<file path="config.mk">
export PLATFORM = sky130hd
export DESIGN_NAME = clock_distribution_dividers
export DESIGN_NICKNAME = d
export VERILOG_FILES = /design/src/rtl/clkdist_pkg.sv /design/src/rtl/clock_distribution_dividers.sv /design/src/rtl/prescaler.sv /design/src/rtl/channel_divider.sv
export SDC_FILE = /design/constraint.sdc
export NUM_CORES = 1
export LEC_CHECK = 0
export BUFFER_PORTS_ARGS = -buffer_cell sky130_fd_sc_hd__buf_2
export CORE_MARGIN = 2
export CORE_UTILIZATION = 43
export DETAILED_ROUTE_END_ITERATION = 8
export GPL_ROUTABILITY_DRIVEN = 0
export SETUP_SLACK_MARGIN = 0.5
export SLEW_MARGIN = 20
export SYNTH_ARGS = -nofsm -noshare
export SYNTH_HDL_FRONTEND = slang
export SYNTH_SLANG_ARGS = --single-unit
</file>
<file path="constraint.sdc">
create_clock -name mclk -period 4.94 [get_ports mclk]
set_input_delay 0.494 -clock mclk [delete_from_list [all_inputs] [get_ports mclk]]
set_output_delay 0.494 -clock mclk [all_outputs]
set_load 0.01 [all_outputs]
</file>
<file path="src/rtl/clkdist_pkg.sv">
// Constants for the clock distribution block.
// Assumes an 8-bit register port with 10-bit addresses.
package clkdist_pkg;
	localparam int NUM_CH = 4;
	localparam int OUTS = 3;
	localparam logic [9:0] ZD_CFG_ADDR = 10'h01E;
	localparam logic [9:0] PRE_ADDR    = 10'h1E0;
	localparam logic [9:0] SRC_ADDR    = 10'h1E1;
	localparam logic [9:0] STAT_ADDR   = 10'h1E3;
	localparam logic [9:0] SYNC_ADDR   = 10'h230;
	localparam logic [9:0] CH_BASE     = 10'h190;
	localparam logic [9:0] CH_STRIDE   = 10'h003;
	localparam logic [9:0] CH_CTL_OFS  = 10'h001;
	localparam logic [9:0] CH_DCC_OFS  = 10'h002;
	localparam int ZD_MODE_LSB = 1;
	localparam int ZD_SEL_LSB  = 3;
	localparam int BYPASS_BIT  = 7;
	localparam int OSCDIR_BIT  = 5;
	localparam int START_BIT   = 4;
	localparam int DCC_DIS_BIT = 0;
	localparam int SYNC_BIT    = 0;
	localparam logic [7:0] ZD_CFG_RST = 8'h00;
	localparam logic [7:0] SRC_RST    = 8'h02;
	localparam logic [7:0] PRE_RST    = 8'h01;
	localparam logic [7:0] CH_DIV_RST = 8'h00;
	localparam logic [7:0] CH_CTL_RST = 8'h10;
	localparam logic [7:0] CH_DCC_RST = 8'h00;
	localparam logic [2:0] PRE_ONE    = 3'h0;
	localparam logic [2:0] PRE_STATIC = 3'h6;
	typedef enum logic [1:0] {
		ZD_OFF = 2'b00,
		ZD_INT = 2'b01,
		ZD_RSV = 2'b10,
		ZD_EXT = 2'b11
	} zd_mode_t;
	typedef enum logic [1:0] {
		SRC_EXT_PRE = 2'b00,
		SRC_EXT_DIR = 2'b01,
		SRC_OSC_PRE = 2'b10,
		SRC_BAD     = 2'b11
	} src_mode_t;
	typedef enum logic [1:0] {
		ST_WAIT = 2'b00,
		ST_HIGH = 2'b01,
		ST_HALF = 2'b10,
		ST_LOW  = 2'b11
	} div_st_t;
endpackage : clkdist_pkg

</file>
<file path="src/rtl/clock_distribution_dividers.sv">
// Clock distribution: source select, prescaler, four channel dividers,
// twelve output pairs and the zero-delay feedback selector.
// Assumes osc_in and ext_clk_in are slow against mclk and asynchronous.
//
// Functional notes
// - Mode field 01b selects internal zero delay.
// - Internal mode feeds divider zero back.
// - Mode field 11b takes feedback from clock pin.
// - Board loops an output to the clock pin.
// - Each channel drives three output pairs.
// - Divide 1 to 32; one only by bypass.
// - Prescaler divides source by 1 to 6.
// - High N+1, low M+1 input cycles.
// - Correction needs M=N+1, not prescaler one.
// - Coarse delay up to 15 input cycles.
// - Programmable start level high or low.
// - Source field: 00,01 clock pin; 10 oscillator.
// - Oscillator may go straight to drivers.
// - Total division is prescaler times divider.
// - Prescaler bypass differs from ratio one.
// - All dividers stay synchronised together.
// - M and N fields are four bits.
// - Correction on after reset, per-channel disable.
// - Prescaler has a static setting.
`timescale 1ns/1ps
`default_nettype none
module clock_distribution_dividers (
	input  wire logic        mclk,
	input  wire logic        reset,
	input  wire logic [9:0]  addr,
	input  wire logic [7:0]  wdata,
	input  wire logic        wr,
	input  wire logic        rd,
	output logic      [7:0]  rdata,
	input  wire logic        osc_in,
	input  wire logic        ext_clk_in,
	output logic      [11:0] out_p,
	output logic      [11:0] out_n,
	output logic             fb_clk,
	output logic      [1:0]  fb_channel
);
	// ------------------------------------------------------------
	// Registers
	// ------------------------------------------------------------
	logic [7:0] zd_cfg_reg;
	logic [7:0] src_reg;
	logic [7:0] pre_reg;
	logic [7:0] div_reg [clkdist_pkg::NUM_CH];
	logic [7:0] ctl_reg [clkdist_pkg::NUM_CH];
	logic [7:0] dcc_reg [clkdist_pkg::NUM_CH];
	logic       sync_reg;
	logic       sync_next;
	logic [7:0] rdata_next;
	logic [7:0] ch_rd [clkdist_pkg::NUM_CH];
	logic [3:0] hit_div;
	logic [3:0] hit_ctl;
	logic [3:0] hit_dcc;
	logic       hit_zd;
	logic       hit_src;
	logic       hit_pre;
	logic       hit_sync;
	logic       hit_stat;

	assign hit_zd   = addr == clkdist_pkg::ZD_CFG_ADDR;
	assign hit_src  = addr == clkdist_pkg::SRC_ADDR;
	assign hit_pre  = addr == clkdist_pkg::PRE_ADDR;
	assign hit_sync = addr == clkdist_pkg::SYNC_ADDR;
	assign hit_stat = addr == clkdist_pkg::STAT_ADDR;

	// ------------------------------------------------------------
	// Pin synchronisers and source selection
	// ------------------------------------------------------------
	logic osc_s1;
	logic osc_s2;
	logic ext_s1;
	logic ext_s2;
	logic src_prev;
	logic src_lvl;
	logic src_tick;
	clkdist_pkg::src_mode_t src_mode;
	clkdist_pkg::zd_mode_t  zd_mode;
	logic bad_src;
	logic pre_dir;
	logic [2:0] pre_code;

	always_ff @(posedge mclk) begin
		osc_s1   <= osc_in;
		osc_s2   <= osc_s1;
		ext_s1   <= ext_clk_in;
		ext_s2   <= ext_s1;
		src_prev <= src_lvl;
	end

	assign src_mode = clkdist_pkg::src_mode_t'(src_reg[1:0]);
	assign zd_mode  = clkdist_pkg::zd_mode_t'(
		zd_cfg_reg[clkdist_pkg::ZD_MODE_LSB +: 2]);
	assign bad_src  = src_mode == clkdist_pkg::SRC_BAD;
	assign src_lvl  = (src_mode == clkdist_pkg::SRC_OSC_PRE)
		? osc_s2 : ext_s2;
	assign src_tick = src_lvl && !src_prev;
	assign pre_dir  = src_mode == clkdist_pkg::SRC_EXT_DIR;
	// The illegal source code parks the prescaler so nothing toggles.
	assign pre_code = bad_src ? clkdist_pkg::PRE_STATIC : pre_reg[2:0];

	// ------------------------------------------------------------
	// Prescaler and channel dividers
	// ------------------------------------------------------------
	logic p_tick;
	logic p_mid;
	logic p_lvl;
	logic pre_one;
	logic [3:0] ch_lvl;
	logic [3:0] dcc_act;
	logic [3:0] ch_out;

	// Dividers count the prescaled ticks, so ratios multiply.
	prescaler u_pre (
		.mclk      (mclk),
		.reset     (reset),
		.sync      (sync_reg),
		.src_tick  (src_tick),
		.src_level (src_lvl),
		.code      (pre_code),
		.direct    (pre_dir),
		.tick      (p_tick),
		.mid       (p_mid),
		.level     (p_lvl)
	);

	assign pre_one = !pre_dir && (pre_code == clkdist_pkg::PRE_ONE);

	genvar i;
	generate
		for (i = 0; i < clkdist_pkg::NUM_CH; i++) begin : g_ch
			localparam logic [9:0] BASE =
				clkdist_pkg::CH_BASE + 10'(i) * clkdist_pkg::CH_STRIDE;
			logic odd_ok;
			logic byp;
			assign hit_div[i] = addr == BASE;
			assign hit_ctl[i] = addr == BASE + clkdist_pkg::CH_CTL_OFS;
			assign hit_dcc[i] = addr == BASE + clkdist_pkg::CH_DCC_OFS;
			assign ch_rd[i] = hit_div[i] ? div_reg[i]
				: hit_ctl[i] ? ctl_reg[i]
				: hit_dcc[i] ? dcc_reg[i] : 8'h00;
			assign byp = ctl_reg[i][clkdist_pkg::BYPASS_BIT];
			assign odd_ok = div_reg[i][7:4] == div_reg[i][3:0] + 4'h1;
			assign dcc_act[i] = !dcc_reg[i][clkdist_pkg::DCC_DIS_BIT]
				&& odd_ok && !pre_one && !pre_dir;
			// One shared divider per channel; sync restarts all together.
			channel_divider u_div (
				.mclk       (mclk),
				.reset      (reset),
				.sync       (sync_reg),
				.tick       (p_tick),
				.mid        (p_mid),
				.pre_level  (p_lvl),
				.m          (div_reg[i][7:4]),
				.n          (div_reg[i][3:0]),
				.phase      (ctl_reg[i][3:0]),
				.start_high (ctl_reg[i][clkdist_pkg::START_BIT]),
				.bypass     (byp),
				.dcc        (dcc_act[i]),
				.level      (ch_lvl[i])
			);
			assign ch_out[i] =
				(src_mode == clkdist_pkg::SRC_OSC_PRE
				 && ctl_reg[i][clkdist_pkg::OSCDIR_BIT]) ? osc_s2
				: (bad_src || (pre_one && byp)) ? 1'b0
				: ch_lvl[i];
		end
	endgenerate

	// ------------------------------------------------------------
	// Zero-delay feedback
	// ------------------------------------------------------------
	logic fb_next;

	assign fb_next = (zd_mode == clkdist_pkg::ZD_INT) ? ch_out[0]
		: (zd_mode == clkdist_pkg::ZD_EXT) ? ext_s2
		: 1'b0;

	// ------------------------------------------------------------
	// Register writes and reads
	// ------------------------------------------------------------
	logic cfg_wr;

	// Any change of divider or source settings except the DCC disable resynchronises all.
	assign cfg_wr = wr && (hit_src || hit_pre || (|hit_div)
		|| (|hit_ctl));
	assign sync_next = cfg_wr
		|| (wr && hit_sync && wdata[clkdist_pkg::SYNC_BIT]);

	always_comb begin
		rdata_next = hit_zd ? zd_cfg_reg
			: hit_src ? src_reg
			: hit_pre ? pre_reg
			: hit_stat ? {3'h0, fb_clk, ch_out} : 8'h00;
		for (int k = 0; k < clkdist_pkg::NUM_CH; k++) begin
			rdata_next = rdata_next | ch_rd[k];
		end
	end

	always_ff @(posedge mclk) begin
		if (reset) begin
			zd_cfg_reg <= clkdist_pkg::ZD_CFG_RST;
			src_reg    <= clkdist_pkg::SRC_RST;
			pre_reg    <= clkdist_pkg::PRE_RST;
		end else if (wr) begin
			if (hit_zd) zd_cfg_reg <= wdata;
			if (hit_src) src_reg <= wdata;
			if (hit_pre) pre_reg <= wdata;
		end
	end

	always_ff @(posedge mclk) begin
		for (int k = 0; k < clkdist_pkg::NUM_CH; k++) begin
			if (reset) begin
				div_reg[k] <= clkdist_pkg::CH_DIV_RST;
				ctl_reg[k] <= clkdist_pkg::CH_CTL_RST;
				dcc_reg[k] <= clkdist_pkg::CH_DCC_RST;
			end else if (wr) begin
				if (hit_div[k]) div_reg[k] <= wdata;
				if (hit_ctl[k]) ctl_reg[k] <= wdata;
				if (hit_dcc[k]) dcc_reg[k] <= wdata;
			end
		end
	end

	// ------------------------------------------------------------
	// Output flops
	// ------------------------------------------------------------
	always_ff @(posedge mclk) begin
		if (reset) begin
			rdata      <= 8'h00;
			sync_reg   <= 1'b1;
			fb_clk     <= 1'b0;
			fb_channel <= 2'h0;
			out_p      <= 12'h000;
			out_n      <= 12'hFFF;
		end else begin
			rdata      <= rd ? rdata_next : 8'h00;
			sync_reg   <= sync_next;
			fb_clk     <= fb_next;
			// Calibration needs the feedback divider number.
			fb_channel <= zd_cfg_reg[clkdist_pkg::ZD_SEL_LSB +: 2];
			for (int k = 0; k < 12; k++) begin
				out_p[k] <= ch_out[k / clkdist_pkg::OUTS];
				out_n[k] <= !ch_out[k / clkdist_pkg::OUTS];
			end
		end
	end
endmodule : clock_distribution_dividers
`default_nettype wire

</file>
<file path="src/rtl/prescaler.sv">
// Prescaler between the selected source and the channel dividers.
// Assumes one-cycle source ticks and a common sync pulse.
`timescale 1ns/1ps
`default_nettype none
module prescaler (
	input  wire logic       mclk,
	input  wire logic       reset,
	input  wire logic       sync,
	input  wire logic       src_tick,
	input  wire logic       src_level,
	input  wire logic [2:0] code,
	input  wire logic       direct,
	output logic            tick,
	output logic            mid,
	output logic            level
);
	logic [2:0] cnt_reg;
	logic [2:0] cnt_next;
	logic [2:0] last;
	logic [2:0] half;
	logic       stat;
	logic       pass;
	logic       wrap;
	logic       fall_prev;
	logic       src_fall;
	logic       odd_ratio;

	// Odd ratios need the extra half cycle on a falling source edge,
	// otherwise correction stretches the high phase by a whole cycle.
	assign src_fall  = fall_prev && !src_level;
	assign odd_ratio = (code[0] == 1'b0);
	assign stat  = !direct && (code >= clkdist_pkg::PRE_STATIC);
	assign pass  = direct || (code == clkdist_pkg::PRE_ONE);
	assign last  = code;
	assign half  = (code + 3'h1) >> 1;
	assign wrap  = src_tick && (cnt_reg == last);
	assign cnt_next = wrap ? 3'h0 : cnt_reg + 3'h1;
	// Ratios 1 to 6: one tick per ratio source ticks.
	assign tick  = stat ? 1'b0 : (pass ? src_tick : wrap);
	assign mid   = !stat && !pass && (odd_ratio
		? (src_fall && (cnt_reg == half))
		: (src_tick && (cnt_reg == half - 3'h1)));
	assign level = stat ? 1'b0 : (pass ? src_level : (cnt_reg < half));

	always_ff @(posedge mclk) begin
		fall_prev <= src_level;
	end

	always_ff @(posedge mclk) begin
		if (reset || sync || stat || pass) begin
			cnt_reg <= 3'h0;
		end else if (src_tick) begin
			cnt_reg <= cnt_next;
		end
	end
endmodule : prescaler
`default_nettype wire

</file>
<file path="src/rtl/channel_divider.sv">
// One channel divider: high N+1, low M+1, delay, start level, DCC.
// Assumes ticks and mid ticks come from the prescaler.
`timescale 1ns/1ps
`default_nettype none
module channel_divider (
	input  wire logic       mclk,
	input  wire logic       reset,
	input  wire logic       sync,
	input  wire logic       tick,
	input  wire logic       mid,
	input  wire logic       pre_level,
	input  wire logic [3:0] m,
	input  wire logic [3:0] n,
	input  wire logic [3:0] phase,
	input  wire logic       start_high,
	input  wire logic       bypass,
	input  wire logic       dcc,
	output logic            level
);
	clkdist_pkg::div_st_t st_reg;
	clkdist_pkg::div_st_t st_next;
	logic [3:0] cnt_reg;
	logic [3:0] cnt_next;
	logic       lvl_reg;
	logic       lvl_next;

	assign level = bypass ? pre_level : lvl_reg;

	always_comb begin
		st_next  = st_reg;
		cnt_next = cnt_reg;
		lvl_next = lvl_reg;
		unique case (st_reg)
			clkdist_pkg::ST_WAIT: if (tick) begin
				cnt_next = cnt_reg + 4'h1;
				if (cnt_reg == phase) begin
					cnt_next = 4'h0;
					st_next  = start_high ? clkdist_pkg::ST_HIGH
					                      : clkdist_pkg::ST_LOW;
				end
			end
			clkdist_pkg::ST_HIGH: if (tick) begin
				cnt_next = cnt_reg + 4'h1;
				if (cnt_reg == n) begin
					cnt_next = 4'h0;
					st_next  = dcc ? clkdist_pkg::ST_HALF
					               : clkdist_pkg::ST_LOW;
					lvl_next = dcc;
				end
			end
			// Falls half an input cycle late so odd ratios land at 50%.
			clkdist_pkg::ST_HALF: if (mid) begin
				st_next  = clkdist_pkg::ST_LOW;
				lvl_next = 1'b0;
			end
			clkdist_pkg::ST_LOW: if (tick) begin
				cnt_next = cnt_reg + 4'h1;
				if (cnt_reg == m) begin
					cnt_next = 4'h0;
					st_next  = clkdist_pkg::ST_HIGH;
					lvl_next = 1'b1;
				end
			end
		endcase
	end

	always_ff @(posedge mclk) begin
		if (reset) begin
			st_reg  <= clkdist_pkg::ST_WAIT;
			cnt_reg <= 4'h0;
			lvl_reg <= 1'b1;
		end else if (sync) begin
			st_reg  <= clkdist_pkg::ST_WAIT;
			cnt_reg <= 4'h0;
			lvl_reg <= start_high;
		end else begin
			st_reg  <= st_next;
			cnt_reg <= cnt_next;
			lvl_reg <= lvl_next;
		end
	end
endmodule : channel_divider
`default_nettype wire

</file>
# Yosys cells after proc, flatten, opt, wreduce, memory -nomap -nowiden
# Memory sizes are Yosys's and may differ from the RTL's.
# Cells that the tools add are included.
[totals] regBits=92 mem_bits_rw=96 inputBits=24 out_inout_bits=35 elab_cells=441 memories=3
[mem_list] memory="ctl_reg" depth=4 word_bits=8 rd=4 rd_clocked_by_memory_dff=0 wr=4 line_no="clock_distribution_dividers.sv:49" text="logic [7:0] ctl_reg [clkdist_pkg::NUM_CH];"
[mem_list] memory="dcc_reg" depth=4 word_bits=8 rd=4 rd_clocked_by_memory_dff=0 wr=4 line_no="clock_distribution_dividers.sv:50" text="logic [7:0] dcc_reg [clkdist_pkg::NUM_CH];"
[mem_list] memory="div_reg" depth=4 word_bits=8 rd=4 rd_clocked_by_memory_dff=0 wr=4 line_no="clock_distribution_dividers.sv:48" text="logic [7:0] div_reg [clkdist_pkg::NUM_CH];"
[op_classes] n_addsub=11 magnitude_cmp=2 eq_ne=101 mux=190 bitwise=17 reduce_logical=90
[ops] cell="8-bit two-way mux" n=27
[ops] cell="10-bit by 9-bit equality test with 1-bit output (second input constant)" n=15
[ops] cell="4-bit two-way mux" n=24
[ops] cell="1-bit two-way mux" n=95
[ops] cell="4-bit equality test" n=16
[ops] cell="2-bit two-way mux" n=29
[ops] cell="4-bit one-hot mux with 3 select lines" n=4
[ops] cell="3-bit by 2-bit inequality test with 1-bit output (second input constant)" n=11
[ops] cell="4-bit by 1-bit adder with 4-bit output (second input constant)" n=8
[ops] cell="1-bit logical AND" n=32
[ops] cell="2-bit by 1-bit inequality test with 1-bit output (second input constant)" n=16
[ops] cell="8-bit bitwise OR" n=4
[ops] cell="2-bit one-hot mux with 4 select lines" n=4
[ops] cell="7-bit AND reduction" n=4
[ops] cell="3-bit inequality test (second input constant)" n=9
[ops] cell="2-bit inequality test (second input constant)" n=12
[ops] cell="6-bit AND reduction" n=4
[ops] cell="2-bit equality test (second input constant)" n=11
[ops] cell="4-bit AND reduction" n=4
[ops] cell="4-bit nonzero test" n=4
[ops] cell="1-bit logical NOT" n=14
[ops] cell="2-bit by 1-bit equality test with 1-bit output (second input constant)" n=6
[ops] cell="1-bit logical OR" n=12
[ops] cell="1-bit bitwise OR" n=12
[ops] cell="other kinds (18)" n=34

# Logic depth before layout (Yosys ltp)
# Gate-level depths: netlist of the first run.
[depth] depth_word=17 ltp_mapped=12 depth_no_buf=11

# Modules after synthesis
# Synthesis of the first run repeated with hierarchy kept, for this count alone.
[unflattened] cells_unflattened=1030 area_unflattened_um2=10237.3
[modules_own_cells] mod="clock_distribution_dividers" instances=1 cells_each=652 area_each_um2=7190.6 seq_area_each_um2=3863.7
[modules_own_cells] mod="channel_divider" instances=4 cells_each=80 area_each_um2=649.4 seq_area_each_um2=140.1
[modules_own_cells] mod="prescaler" instances=1 cells_each=58 area_each_um2=449.2 seq_area_each_um2=80.1

# Worst setup path after synthesis of the first run
# Ideal clock, no wire load.
[synth_timing] path_type="flip-flop to flip-flop" startpoint="register pre_reg[0]" endpoint="register g_ch[1].u_div.st_reg[0]" setup_ps=91 t_arrival_ps=2673 t_required_ps=4849 slack_ps=2176 stages_incl_launch_ff=12 n_path_buf=0 synth_period_minus_slack_ps=2764 path_cell_list="dfxtp_1 a21bo_2 inv_1 ha_1 xor2_1 ha_1 xnor2_1 nor4_2 nand3_1 a311oi_2 a21oi_1 a311oi_1"
[synth_via] elab_chain_cells=10 word_cells_on_any_way=33 classes_between="2 x add/sub; 1 x order compare; 7 x eq/ne; 8 x mux; 15 x reduce/logical"
[synth_lines] element="start: declaration" line_no="clock_distribution_dividers.sv:47" text="logic [7:0] pre_reg;"
[synth_lines] element="start signal: assignment" line_no="clock_distribution_dividers.sv:207" text="pre_reg <= clkdist_pkg::PRE_RST;"
[synth_lines] element="start signal: assignment" line_no="clock_distribution_dividers.sv:211" text="if (hit_pre) pre_reg <= wdata;"
[synth_lines] element="3-bit two-way mux (*)" line_no="clock_distribution_dividers.sv:103" text="assign pre_code = bad_src ? clkdist_pkg::PRE_STATIC : pre_reg[2:0];"
[synth_lines] element="branches (longest 9 deep; another with 3-bit by 1-bit adder with 3-bit output)"
[synth_lines] element="end signal: assignment" line_no="channel_divider.sv:69" text="st_reg <= clkdist_pkg::ST_WAIT;"
[synth_lines] element="end signal: assignment" line_no="channel_divider.sv:73" text="st_reg <= clkdist_pkg::ST_WAIT;"
[synth_lines] element="end signal: assignment" line_no="channel_divider.sv:77" text="st_reg <= st_next;"
[synth_lines] element="end: declaration" line_no="channel_divider.sv:20" text="clkdist_pkg::div_st_t st_reg;"
# Every way passes the cells marked *. The select of a mux whose other input is x is not followed.
# A chain may end at the register's enable or synchronous reset.

# Worst setup path in the final report of the first run
[layout_timing] startpoint="register src_reg[0]" endpoint="register g_ch[1].u_div.st_reg[0]"
[layout_via] elab_chain_cells=11 word_cells_on_any_way=41 classes_between="2 x add/sub; 1 x order compare; 10 x eq/ne; 9 x mux; 19 x reduce/logical"
[layout_lines] element="start: declaration" line_no="clock_distribution_dividers.sv:46" text="logic [7:0] src_reg;"
[layout_lines] element="start signal: assignment" line_no="clock_distribution_dividers.sv:206" text="src_reg <= clkdist_pkg::SRC_RST;"
[layout_lines] element="start signal: assignment" line_no="clock_distribution_dividers.sv:210" text="if (hit_src) src_reg <= wdata;"
[layout_lines] element="branches (longest 11 deep; another with 3-bit by 1-bit adder with 3-bit output)"
# Parallel ways; which one is timed is not known. The select of a mux whose other input is x is not followed.

==> results of run 1 <==
-- per-stage QoR --
step / setup WS (ns) / utilization, % / instance area (um2) / std cells / power [mW]
floorplan: 2.18 / - / 10300 / 1038 / 1.85
detailed placement: 1.49 / 45.7 / 10800 / 1351 / 1.97
CTS: 1.48 / 48.2 / 11300 / 1383 / 3.30
global placement: 1.58 / 45.7 / 10800 / 1351 / 1.96
finish: 1.41 / 48.2 / 11300 / 1383 / 3.30
global route: 1.10 / 48.2 / 11300 / 1383 / 3.39
-- final cells by class --
type	count	area [um2]
Inverter	27	101
Fill cell	2249	12200
Tap cell	319	399
Multi-Input combinational cell	759	5390
Clock buffer	17	425
Sequential cell	176	4480
Clock inverter	15	166
Timing Repair Buffer	70	380
-- power groups by stage --
stage          logic (mW)  clock network, mW  registers (mW)
6_report            0.284               1.36            1.65
3_3_place_gp        0.277                  0            1.69
3_5_place_dp        0.280                  0            1.69
5_1_grt             0.304               1.43            1.66
2_1_floorplan       0.193                  0            1.66
4_1_cts             0.281               1.37            1.65
-- kinds of logic (layout without fill, tap and decap cells) --
logic type      after synthesis  after routing  share of synthesized area, %
compound gates              234            234                          16.5
xor+xnor                     77             77                          6.52
fa+ha+maj                    35             35                          4.23
buf+inv                     103            129                          4.60
flops                       176            176                          43.3
mux                          45             45                          4.61
simple gates                368            368                          20.2
-- path summary, 6_finish.rpt --
path,start,to,slack (ns),cells after the start
max,src_reg[0],g_ch[1].u_div.st_reg[0],1.41,11
min,osc_in,osc_s1,0.17,1
max reg2reg,src_reg[0],g_ch[1].u_div.st_reg[0],1.41,11
min reg2reg,ext_s1,ext_s2,0.33,0
-- synth_stat cells (all sizes together), types with 11 or more instances --
cell type and number:
xnor2 34, nand3 27, inv 26, nand4 14
and2 100, a21oi 45, o21ai 46, clkbuf 44
buf 32, mux2 11, nand2b 14, xor2 43
dfxtp 80, mux2i 33, nor2b 16, nor2 43
a22oi 15, nor3 32, a31oi 18, edfxtp 96
ha 35, nand2 69
-- per-layer routing --
layer	GRT usage (%)	up-vias
li1	-	3829
met5	0	-
met3	3.93	30
met2	38.5	355
met4	6.32	0
met1	34.1	4039
-- placed cells by master (no fill, tap or decap), drive strengths merged, types with 6 or more instances in the layout --
| cell | instances |
|---|---|
| and2 | 100 |
| edfxtp | 96 |
| dfxtp | 80 |
| buf | 70 |
| nand2 | 69 |
| o21ai | 46 |
| a21oi | 45 |
| xor2 | 43 |
| nor2 | 43 |
| ha | 35 |
| xnor2 | 34 |
| mux2i | 33 |
| inv | 33 |
| nor3 | 32 |
| nand3 | 27 |
| a31oi | 18 |
| clkbuf | 17 |
| nor2b | 16 |
| a22oi | 15 |
| nand2b | 14 |
| nand4 | 14 |
| mux2 | 11 |
| a311oi | 9 |
| o41ai | 8 |
| nor4 | 8 |
| clkinv | 8 |
| o211ai | 7 |
| nand3b | 7 |
| a32o | 7 |
| and3 | 6 |
| o21a | 6 |
| a211oi | 6 |
| o22ai | 6 |
| a32oi | 6 |
-- worst register-to-register path, delay by kind of cell, from the launching register on --
| kind | cells | cell delay (ns) |
|---|---|---|
| XOR/XNOR | 2 | 0.32 |
| flip-flops | 1 | 0.70 |
| AO/OA/AOI/OAI | 4 | 1.16 |
| buffers and inverters | 1 | 0.09 |
| adder cells (fa/ha/maj) | 2 | 0.53 |
| AND/OR/NAND/NOR | 2 | 0.64 |
==> flow_results.org, run 1 <==
** Clock tree
- After clock tree synthesis, the repair step resized 0 gates.
- After clock tree synthesis, the flow added hold-fix buffers numbering 0.
- Clk sink count :: 176
- The H-tree was split into 4 levels.
- Maximum clock path buffer count :: 2
- TritonCTS built the clock tree.
- The clock reaches the later pin of the worst-skew pair after 0.43 ns.
- The cell sitting at the root of the clock tree is a sky130_fd_sc_hd__clkbuf_16.
- Clock slew at the register clock pins of the worst setup and hold paths :: 0.08 ns
- TritonCTS buffer count :: 17
- Number of setup buffers added after CTS :: 0

** Synth
- YS warnings :: 0
- After synthesis, the share of flip-flops with an asynchronous set or reset is 0%.
- Synthesis handed over a netlist of 1038 instances.
- For this run, the leading register cell type out of synthesis is sky130_fd_sc_hd__edfxtp_1.
- Share of synthesized area occupied by flip-flops and latches :: between 40% and 50%
- Cell Area, Synth :: around 10000 um2
- The share of synthesized area in the top cell type comes to ~28%.
- Each instance of the synthesized netlist takes up on average 9.97 um2.
- By area the synthesized netlist is led by sky130_fd_sc_hd__edfxtp_1 28%, sky130_fd_sc_hd__dfxtp_1 15%, sky130_fd_sc_hd__and2_1 6.0%.
- Number of distinct library cells after synthesis :: between 80 and 90
- The synthesized design spends more area on one cell type than any other, namely sky130_fd_sc_hd__edfxtp_1.
- Number of storage elements in the synthesis netlist :: 176
- Number of flops mapped to enable cells by yosys :: 96
- Counting every net in the synthesized netlist gives 1097.

** Global route
- GRT Util Overall :: 24.1%
- The number of antenna violations at the first check in global routing is 2.
- The number of global-route vias before repair was 7717.
- Summed over all layers, the global routing overflow is 0.
- Entering global routing, the biggest net connects 36 pins.
- Wire length of the first global-routing pass :: 47.0 mm

** Status
- The flow ran to the end, and the final reports show no timing, DRC or antenna violations.

** Floorplan
- Placeable core area :: 23500 um2
- Standard-cell row count :: 56
- Initial core utilization :: a little over two fifths
- Die Span Y :: around 160 um
- 59 I/O pins were placed.
- The die is 159 um wide.
- Overall die area :: 25300 um2

** Power
- Relative contribution of sequential cells to total power :: 50.2%
- Worst IR Drop VDD :: 231 uV
- Internal power comes to 2.37 mW.
- Fraction of power consumed by combinational cells :: approximately 8.6%
- Switching part of the total :: between 20% and 30%
- Switching pwr :: 926 uW
- The clock network burns 41.2% of the power.
- Dividing total power by cell area gives a power density of 291 nW/um2.
- Leakage component of the power :: 4.15 nW

** Route
- Residual DRC :: 0
- Uppermost signal routing layer after detailed routing :: met4
- Sum of met2 wire segment lengths after detailed routing :: 14.5 mm
- In the routed layout, each cell is associated on average with a via count of between 5 and 6.
- 1st-iter DRT viols :: 833
- Across all layers, the routed design uses slightly above 8k vias.
- Routed wirelength normalized by instance count :: 22.5 um
- Post-Route WL :: 31.1 mm
- Count of TritonRoute iterations in the first routing pass :: 5
- The detailed router put a total of 13.9 mm of wire on met1.
- Met3 WL post-DR :: approximately 2.1 mm
- Post-detailed-route count of antenna-violating nets :: 0

** Timing
- Clock skew on the completed layout was measured at 0.0129 ns.
- Slew margin rel. :: 31.5%
- Transition at the pin with the smallest max-transition slack :: 1.02 ns
- The max-slew violation count came to 0.
- Final number of hold-violating endpoints :: 0
- Post-layout minimum cycle time :: about 3.5 ns
- Summed negative setup slack over all endpoints :: 0 ns
- Setup repair after global routing left no endpoint under its margin.
- Achievable frequency :: 0.283 GHz
- Final setup violation count :: 0
- The worst path uses a little under three quarters of the clock period.
- On the final layout, the worst hold slack is 0.167 ns.

** Critical path
- Among all stages on the critical path, the largest delay is contributed by sky130_fd_sc_hd__dfxtp_1.
- Data arrival time of the critical path :: 3.87 ns
- Kind of cell adding the most delay to the critical path :: compound AO/OA/AOI/OAI gates
- Crit end category :: register
- The signal on the critical path passes through a21bo_2, inv_1, ha_1, xor2_1, ha_1, xnor2_1, nor4_2, nand3_1, a311oi_2, a21oi_1, a311oi_1.
- Among the stages of the critical path, the cell type that occurs most often is sky130_fd_sc_hd__ha_1.
- The worst setup path is launched from a register.
- Along the worst path, the maximum fanout reaches 20.
- Maximum single-stage delay on the critical path :: 0.70 ns
- For the worst setup path, the data required time is 5.28 ns.
- CP bufs+invs :: 1
- Setup Crit Path Kind :: reg2reg

** Cells and area
- Of the cells placed in the final design, the portion with a size suffix greater than 1 is 13.9%.
- Antenna diode instance count :: 0
- P&R area growth vs syn :: 9.64%
- In the final design database the tool counted 1110 nets.

** Placement
- Detailed Place HPWL :: 22.6 mm
- Input and output buffers added on the ports amount to 58.

** Run
- Max-cap violation count :: 0

** Min path
- Hold WC Path Type :: in2reg
(Power assumes the default switching activity.)
==> run 2: changes to the inputs <==
--- a/config.mk
+++ b/config.mk
@@ -5,6 +5,7 @@
 export SDC_FILE = /design/constraint.sdc
 export NUM_CORES = 1
 export LEC_CHECK = 0
+export ABC_AREA = 1
 export BUFFER_PORTS_ARGS = -buffer_cell sky130_fd_sc_hd__buf_2
 export CORE_MARGIN = 2
 export CORE_UTILIZATION = 43
==> constraint.sdc (replaced) <==
create_clock -name mclk -period 3.21 [get_ports mclk]
set_input_delay 0.321 -clock mclk [delete_from_list [all_inputs] [get_ports mclk]]
set_output_delay 0.321 -clock mclk [all_outputs]
set_load 0.01 [all_outputs]
==> run 2 against run 1 <==
Compared with the run above: synthesized area increased by 1.7%; register-to-register slack lost 0.62 ns; sequential power increased by 53%; maximum frequency increased by 46%; flip-flop and latch count stayed put; combinational power up 29%; worst hold slack lost 0.0080 ns; final cell count up 27%; largest power group unchanged; highest routed layer unchanged.
==> flow_results.org, run 2 <==
** Placement
- Cells after DPL :: 1728
- In this run the cell area measured after placement is 11000 um2.
- Detailed Place HPWL :: 22.6 mm
- Setup Slack @ Placement :: 0.393 ns
- The count of buffers added on input and output ports is 58.

** Timing
- The hold violation total from the final report is 0.
- Post-route worst hold slack :: ~0.16 ns
- Slew margin rel. :: 28.8%
- Dividing the final minimum period by the clock period gives 75.5%.
- Between clock sinks in the finished design, the worst skew comes to 0.0127 ns.
- For the pin with the worst max-slew slack, the measured transition is around 1.1 ns.
- For the final routed database, the setup TNS stands at 0 ns.
- Achievable frequency :: 0.413 GHz
- Post-layout minimum cycle time :: 2.42 ns
- The max-slew violation count came to 0.
- Once routing completed, OpenROAD measured the worst setup slack at 0.786 ns.
- Unrepaired setup endpoints after global routing :: yes
- Final setup violation count :: 0

** Route
- In the final routed layout, each cell accounts on average for 17.3 um.
- Via count :: just over 9k
- Before antenna repair, the detailed router went through 5 iterations.
- Post-detailed-route count of antenna-violating nets :: 0
- The first routing iteration left 766 violations.
- Via-to-Cell Ratio :: approximately 5.2
- Post-Route WL :: 30.6 mm
- In the routed design, unresolved DRC markers number 0.

** Global route
- Final global-route overflow total :: 0
- Maximum number of pins on one net before global-route repair :: 24
- The first global-routing pass estimated 47.6 mm of wire.
- Number of antenna violations at the first check in global routing :: 0
- Via count of the first global-routing pass :: 8508
- For this run, the total global-route usage over all layers was measured as 24.2%.

** Synth
- Cell taking the most area after synthesis :: sky130_fd_sc_hd__edfxtp_1
- Among all flip-flop cells after synthesis, the most frequent one is sky130_fd_sc_hd__edfxtp_1.
- The share of the Yosys chip area taken by registers is 42.6%.
- Mean area per synthesized cell :: 7.53 um2
- Gate count after technology mapping :: 1398
- Counting flops with a built-in enable in the synthesized netlist gives 96.
- Number of distinct library cells after synthesis :: 45
- Asr flop ratio synth :: 0%
- Top cells by instance count after synthesis :: 326 x sky130_fd_sc_hd__nand2_1, 238 x sky130_fd_sc_hd__nor2_1, 150 x sky130_fd_sc_hd__inv_1, 119 x sky130_fd_sc_hd__nand3_1, 96 x sky130_fd_sc_hd__edfxtp_1
- Sorting the synthesized cells by area gives the leading types as sky130_fd_sc_hd__edfxtp_1 27%, sky130_fd_sc_hd__dfxtp_1 15%, sky130_fd_sc_hd__nand2_1 12%.
- By instance count, the leading cell after synthesis is sky130_fd_sc_hd__nand2_1.
- Number of storage elements in the synthesis netlist :: 176
- In this run the biggest area consumer among cell types represents 27.4% of the synthesized area.
- Cell Area, Synth :: roughly 11000 um2
- Counting every net in the synthesized netlist gives 1457.
- YS warnings :: 0

** Floorplan
- Die outline width :: 160 um
- Number of top-level design ports :: 59
- For this configuration, the core starts out at a cell density of 43.5%.
- Measured along the y axis, the die boundary spans 160 um.
- The die covers roughly 26000 um2.
- The region available for standard cell placement spans 24200 um2.
- The floorplan has 57 rows.

** Critical path
- Largest fanout on the critical path :: 8
- At the worst endpoint, the arrival time is between 2 and 3 ns.
- The number of buffers and inverters on the critical path is 1.
- Setup Crit Path Kind :: reg2reg
- The worst setup path is captured at a register.
- Critical path startpoint category :: register
- In this design, the largest share of critical-path delay is due to simple AND/OR/NAND/NOR gates.
- The slowest stage of the critical path belongs to the cell sky130_fd_sc_hd__dfxtp_4.
- The largest single stage delay on the critical path is 0.38 ns.
- Cell chain of the critical path :: nand2_4, nand2_1, ha_1, xnor2_2, ha_1, inv_1, nor2_1, nor2_1, nand3_1, nand2_1, nand2_1, nand2_1, nand2_1, nand2_1, nand2_1, nand3_1, nor2_1, nor2_1
- The cell that appears most often on the critical path is sky130_fd_sc_hd__nand2_1.
- Crit path required time :: 3.59 ns

** Min path
- The tightest min-delay check is of the in2reg type.

** Clock tree
- For the worst-skew pair, the clock arrives at the later sink with an insertion delay of 0.45 ns.
- The H-tree was split into 4 levels.
- After clock tree synthesis, the clock-pin slew on the worst setup and hold paths is ~0.08 ns.
- The clock drives 176 sinks.
- The number of clock buffers added by TritonCTS is 17.
- Clock tree root driver cell :: sky130_fd_sc_hd__clkbuf_16
- Maximum clock path buffer count :: 2
- TritonCTS built the clock tree.

** Cells and area
- Fillers :: 2394
- Layout Cells excl Fill :: between 1.5k and 2k
- Commonest cells after routing, fill and taps aside :: 325 x sky130_fd_sc_hd__nand2_1, 237 x sky130_fd_sc_hd__nor2_1, 149 x sky130_fd_sc_hd__inv_1, 119 x sky130_fd_sc_hd__nand3_1, 96 x sky130_fd_sc_hd__edfxtp_1
- Proportion of layout cells with a drive suffix above 1 :: 11.5%
- Share of the core filled with cells in the final layout :: between 40% and 50%
- The number of antenna diodes in the final layout is 0.
- Summing all non-filler instances in the final layout gives an area of 11600 um2.
- In the final design database the tool counted about 1.5k nets.
- Compared with the post-synthesis result, the final layout area differs by 10.6%.
- Most frequent standard cell in the layout excluding fill and tap cells :: sky130_fd_sc_hd__nand2_1

** Run
- Max-cap violation count :: 0

** Power
- Total power per unit cell area :: 434 nW/um2
- Final Power :: 5.05 mW
- IR analysis of the VDD net gives a maximum drop of 305 uV.
- Summed over all cells, the static leakage comes to 5.25 nW.

** Status
- The flow ran to the end, and the final reports show no timing, DRC or antenna violations.
-- run 2: cell types whose count changed in the layout (fill, tap and decap cells not counted), moves of 22 or more --
cell                      previous run  this run
sky130_fd_sc_hd__nor2_1             41       237
sky130_fd_sc_hd__inv_1              26       149
sky130_fd_sc_hd__and2_1             99         1
sky130_fd_sc_hd__mux2i_1            33         2
sky130_fd_sc_hd__nand3_1            27       119
sky130_fd_sc_hd__nand2_1            68       325
sky130_fd_sc_hd__nor3_1             31         9
-- run 2: final timing paths --
path | start | endpoint | slack (ns) | cells after the start
max | src_reg[1] | rdata[0] | 0.79 | 18
min reg2reg | osc_s1 | osc_s2 | 0.33 | 0
min | wdata[0] | zd_cfg_reg[0] | 0.16 | 3
max reg2reg | src_reg[1] | rdata[0] | 0.79 | 18
-- run 2: cells by family (layout without fill, tap and decap cells) --
family / count (synthesis) / in the layout / synth area share, %
multiplexers: 2 / 2 / 0.190
AND/OR/NAND/NOR: 772 / 772 / 32.3
flip-flops: 176 / 176 / 42.6
XOR/XNOR: 58 / 58 / 4.83
adder cells (fa/ha/maj): 35 / 35 / 4.16
buffers and inverters: 216 / 257 / 8.62
AO/OA/AOI/OAI: 139 / 139 / 7.32
-- run 2: final cells by class --
class | count | area [um2] | share of cell area (%)
Clock inverter | 15 | 185 | 1.59
Clock buffer | 17 | 425 | 3.66
Tap cell | 324 | 405 | 3.48
Multi-Input combinational cell | 1006 | 5170 | 44.4
Inverter | 156 | 586 | 5.03
Timing Repair Buffer | 69 | 378 | 3.25
Sequential cell | 176 | 4490 | 38.6
-- run 2: routing by layer --
layer  share of wire (%)  global-route usage (%)  up-vias  wire, um
li1                    -                       -     4546         -
met1                  44                    33.5     4163     13500
met2                  45                    37.9      380     13700
met3                 6.9                    3.67       67      2120
met4                 3.9                    10.3        0      1180
met5                   0                       0        -         0
-- run 2: worst reg2reg max path, delay by kind of cell, from the launching register on --
kind	cells	cell delay (ns)
xor+xnor	1	0.15
buf+inv	1	0.08
fa+ha+maj	2	0.54
flops	1	0.38
simple gates	14	1.22
-- run 2: report_power, final --
| group | switching (mW) | internal [mW] | total, mW |
|---|---|---|---|
| Clock | 1.09 | 1.07 | 2.16 |
| Combinational | 0.252 | 0.112 | 0.365 |
| Sequential | 0.0808 | 2.45 | 2.53 |
| Total | 1.43 | 3.63 | 5.05 |
-- run 2: timing repair --
action,CTS,global route
gates cloned,0,0
hold buffers,2,0
resized for setup,1,12
setup buffers,0,1
setup endpoints to repair,1,16
hold endpoints to repair,2,0
pin swaps,0,2
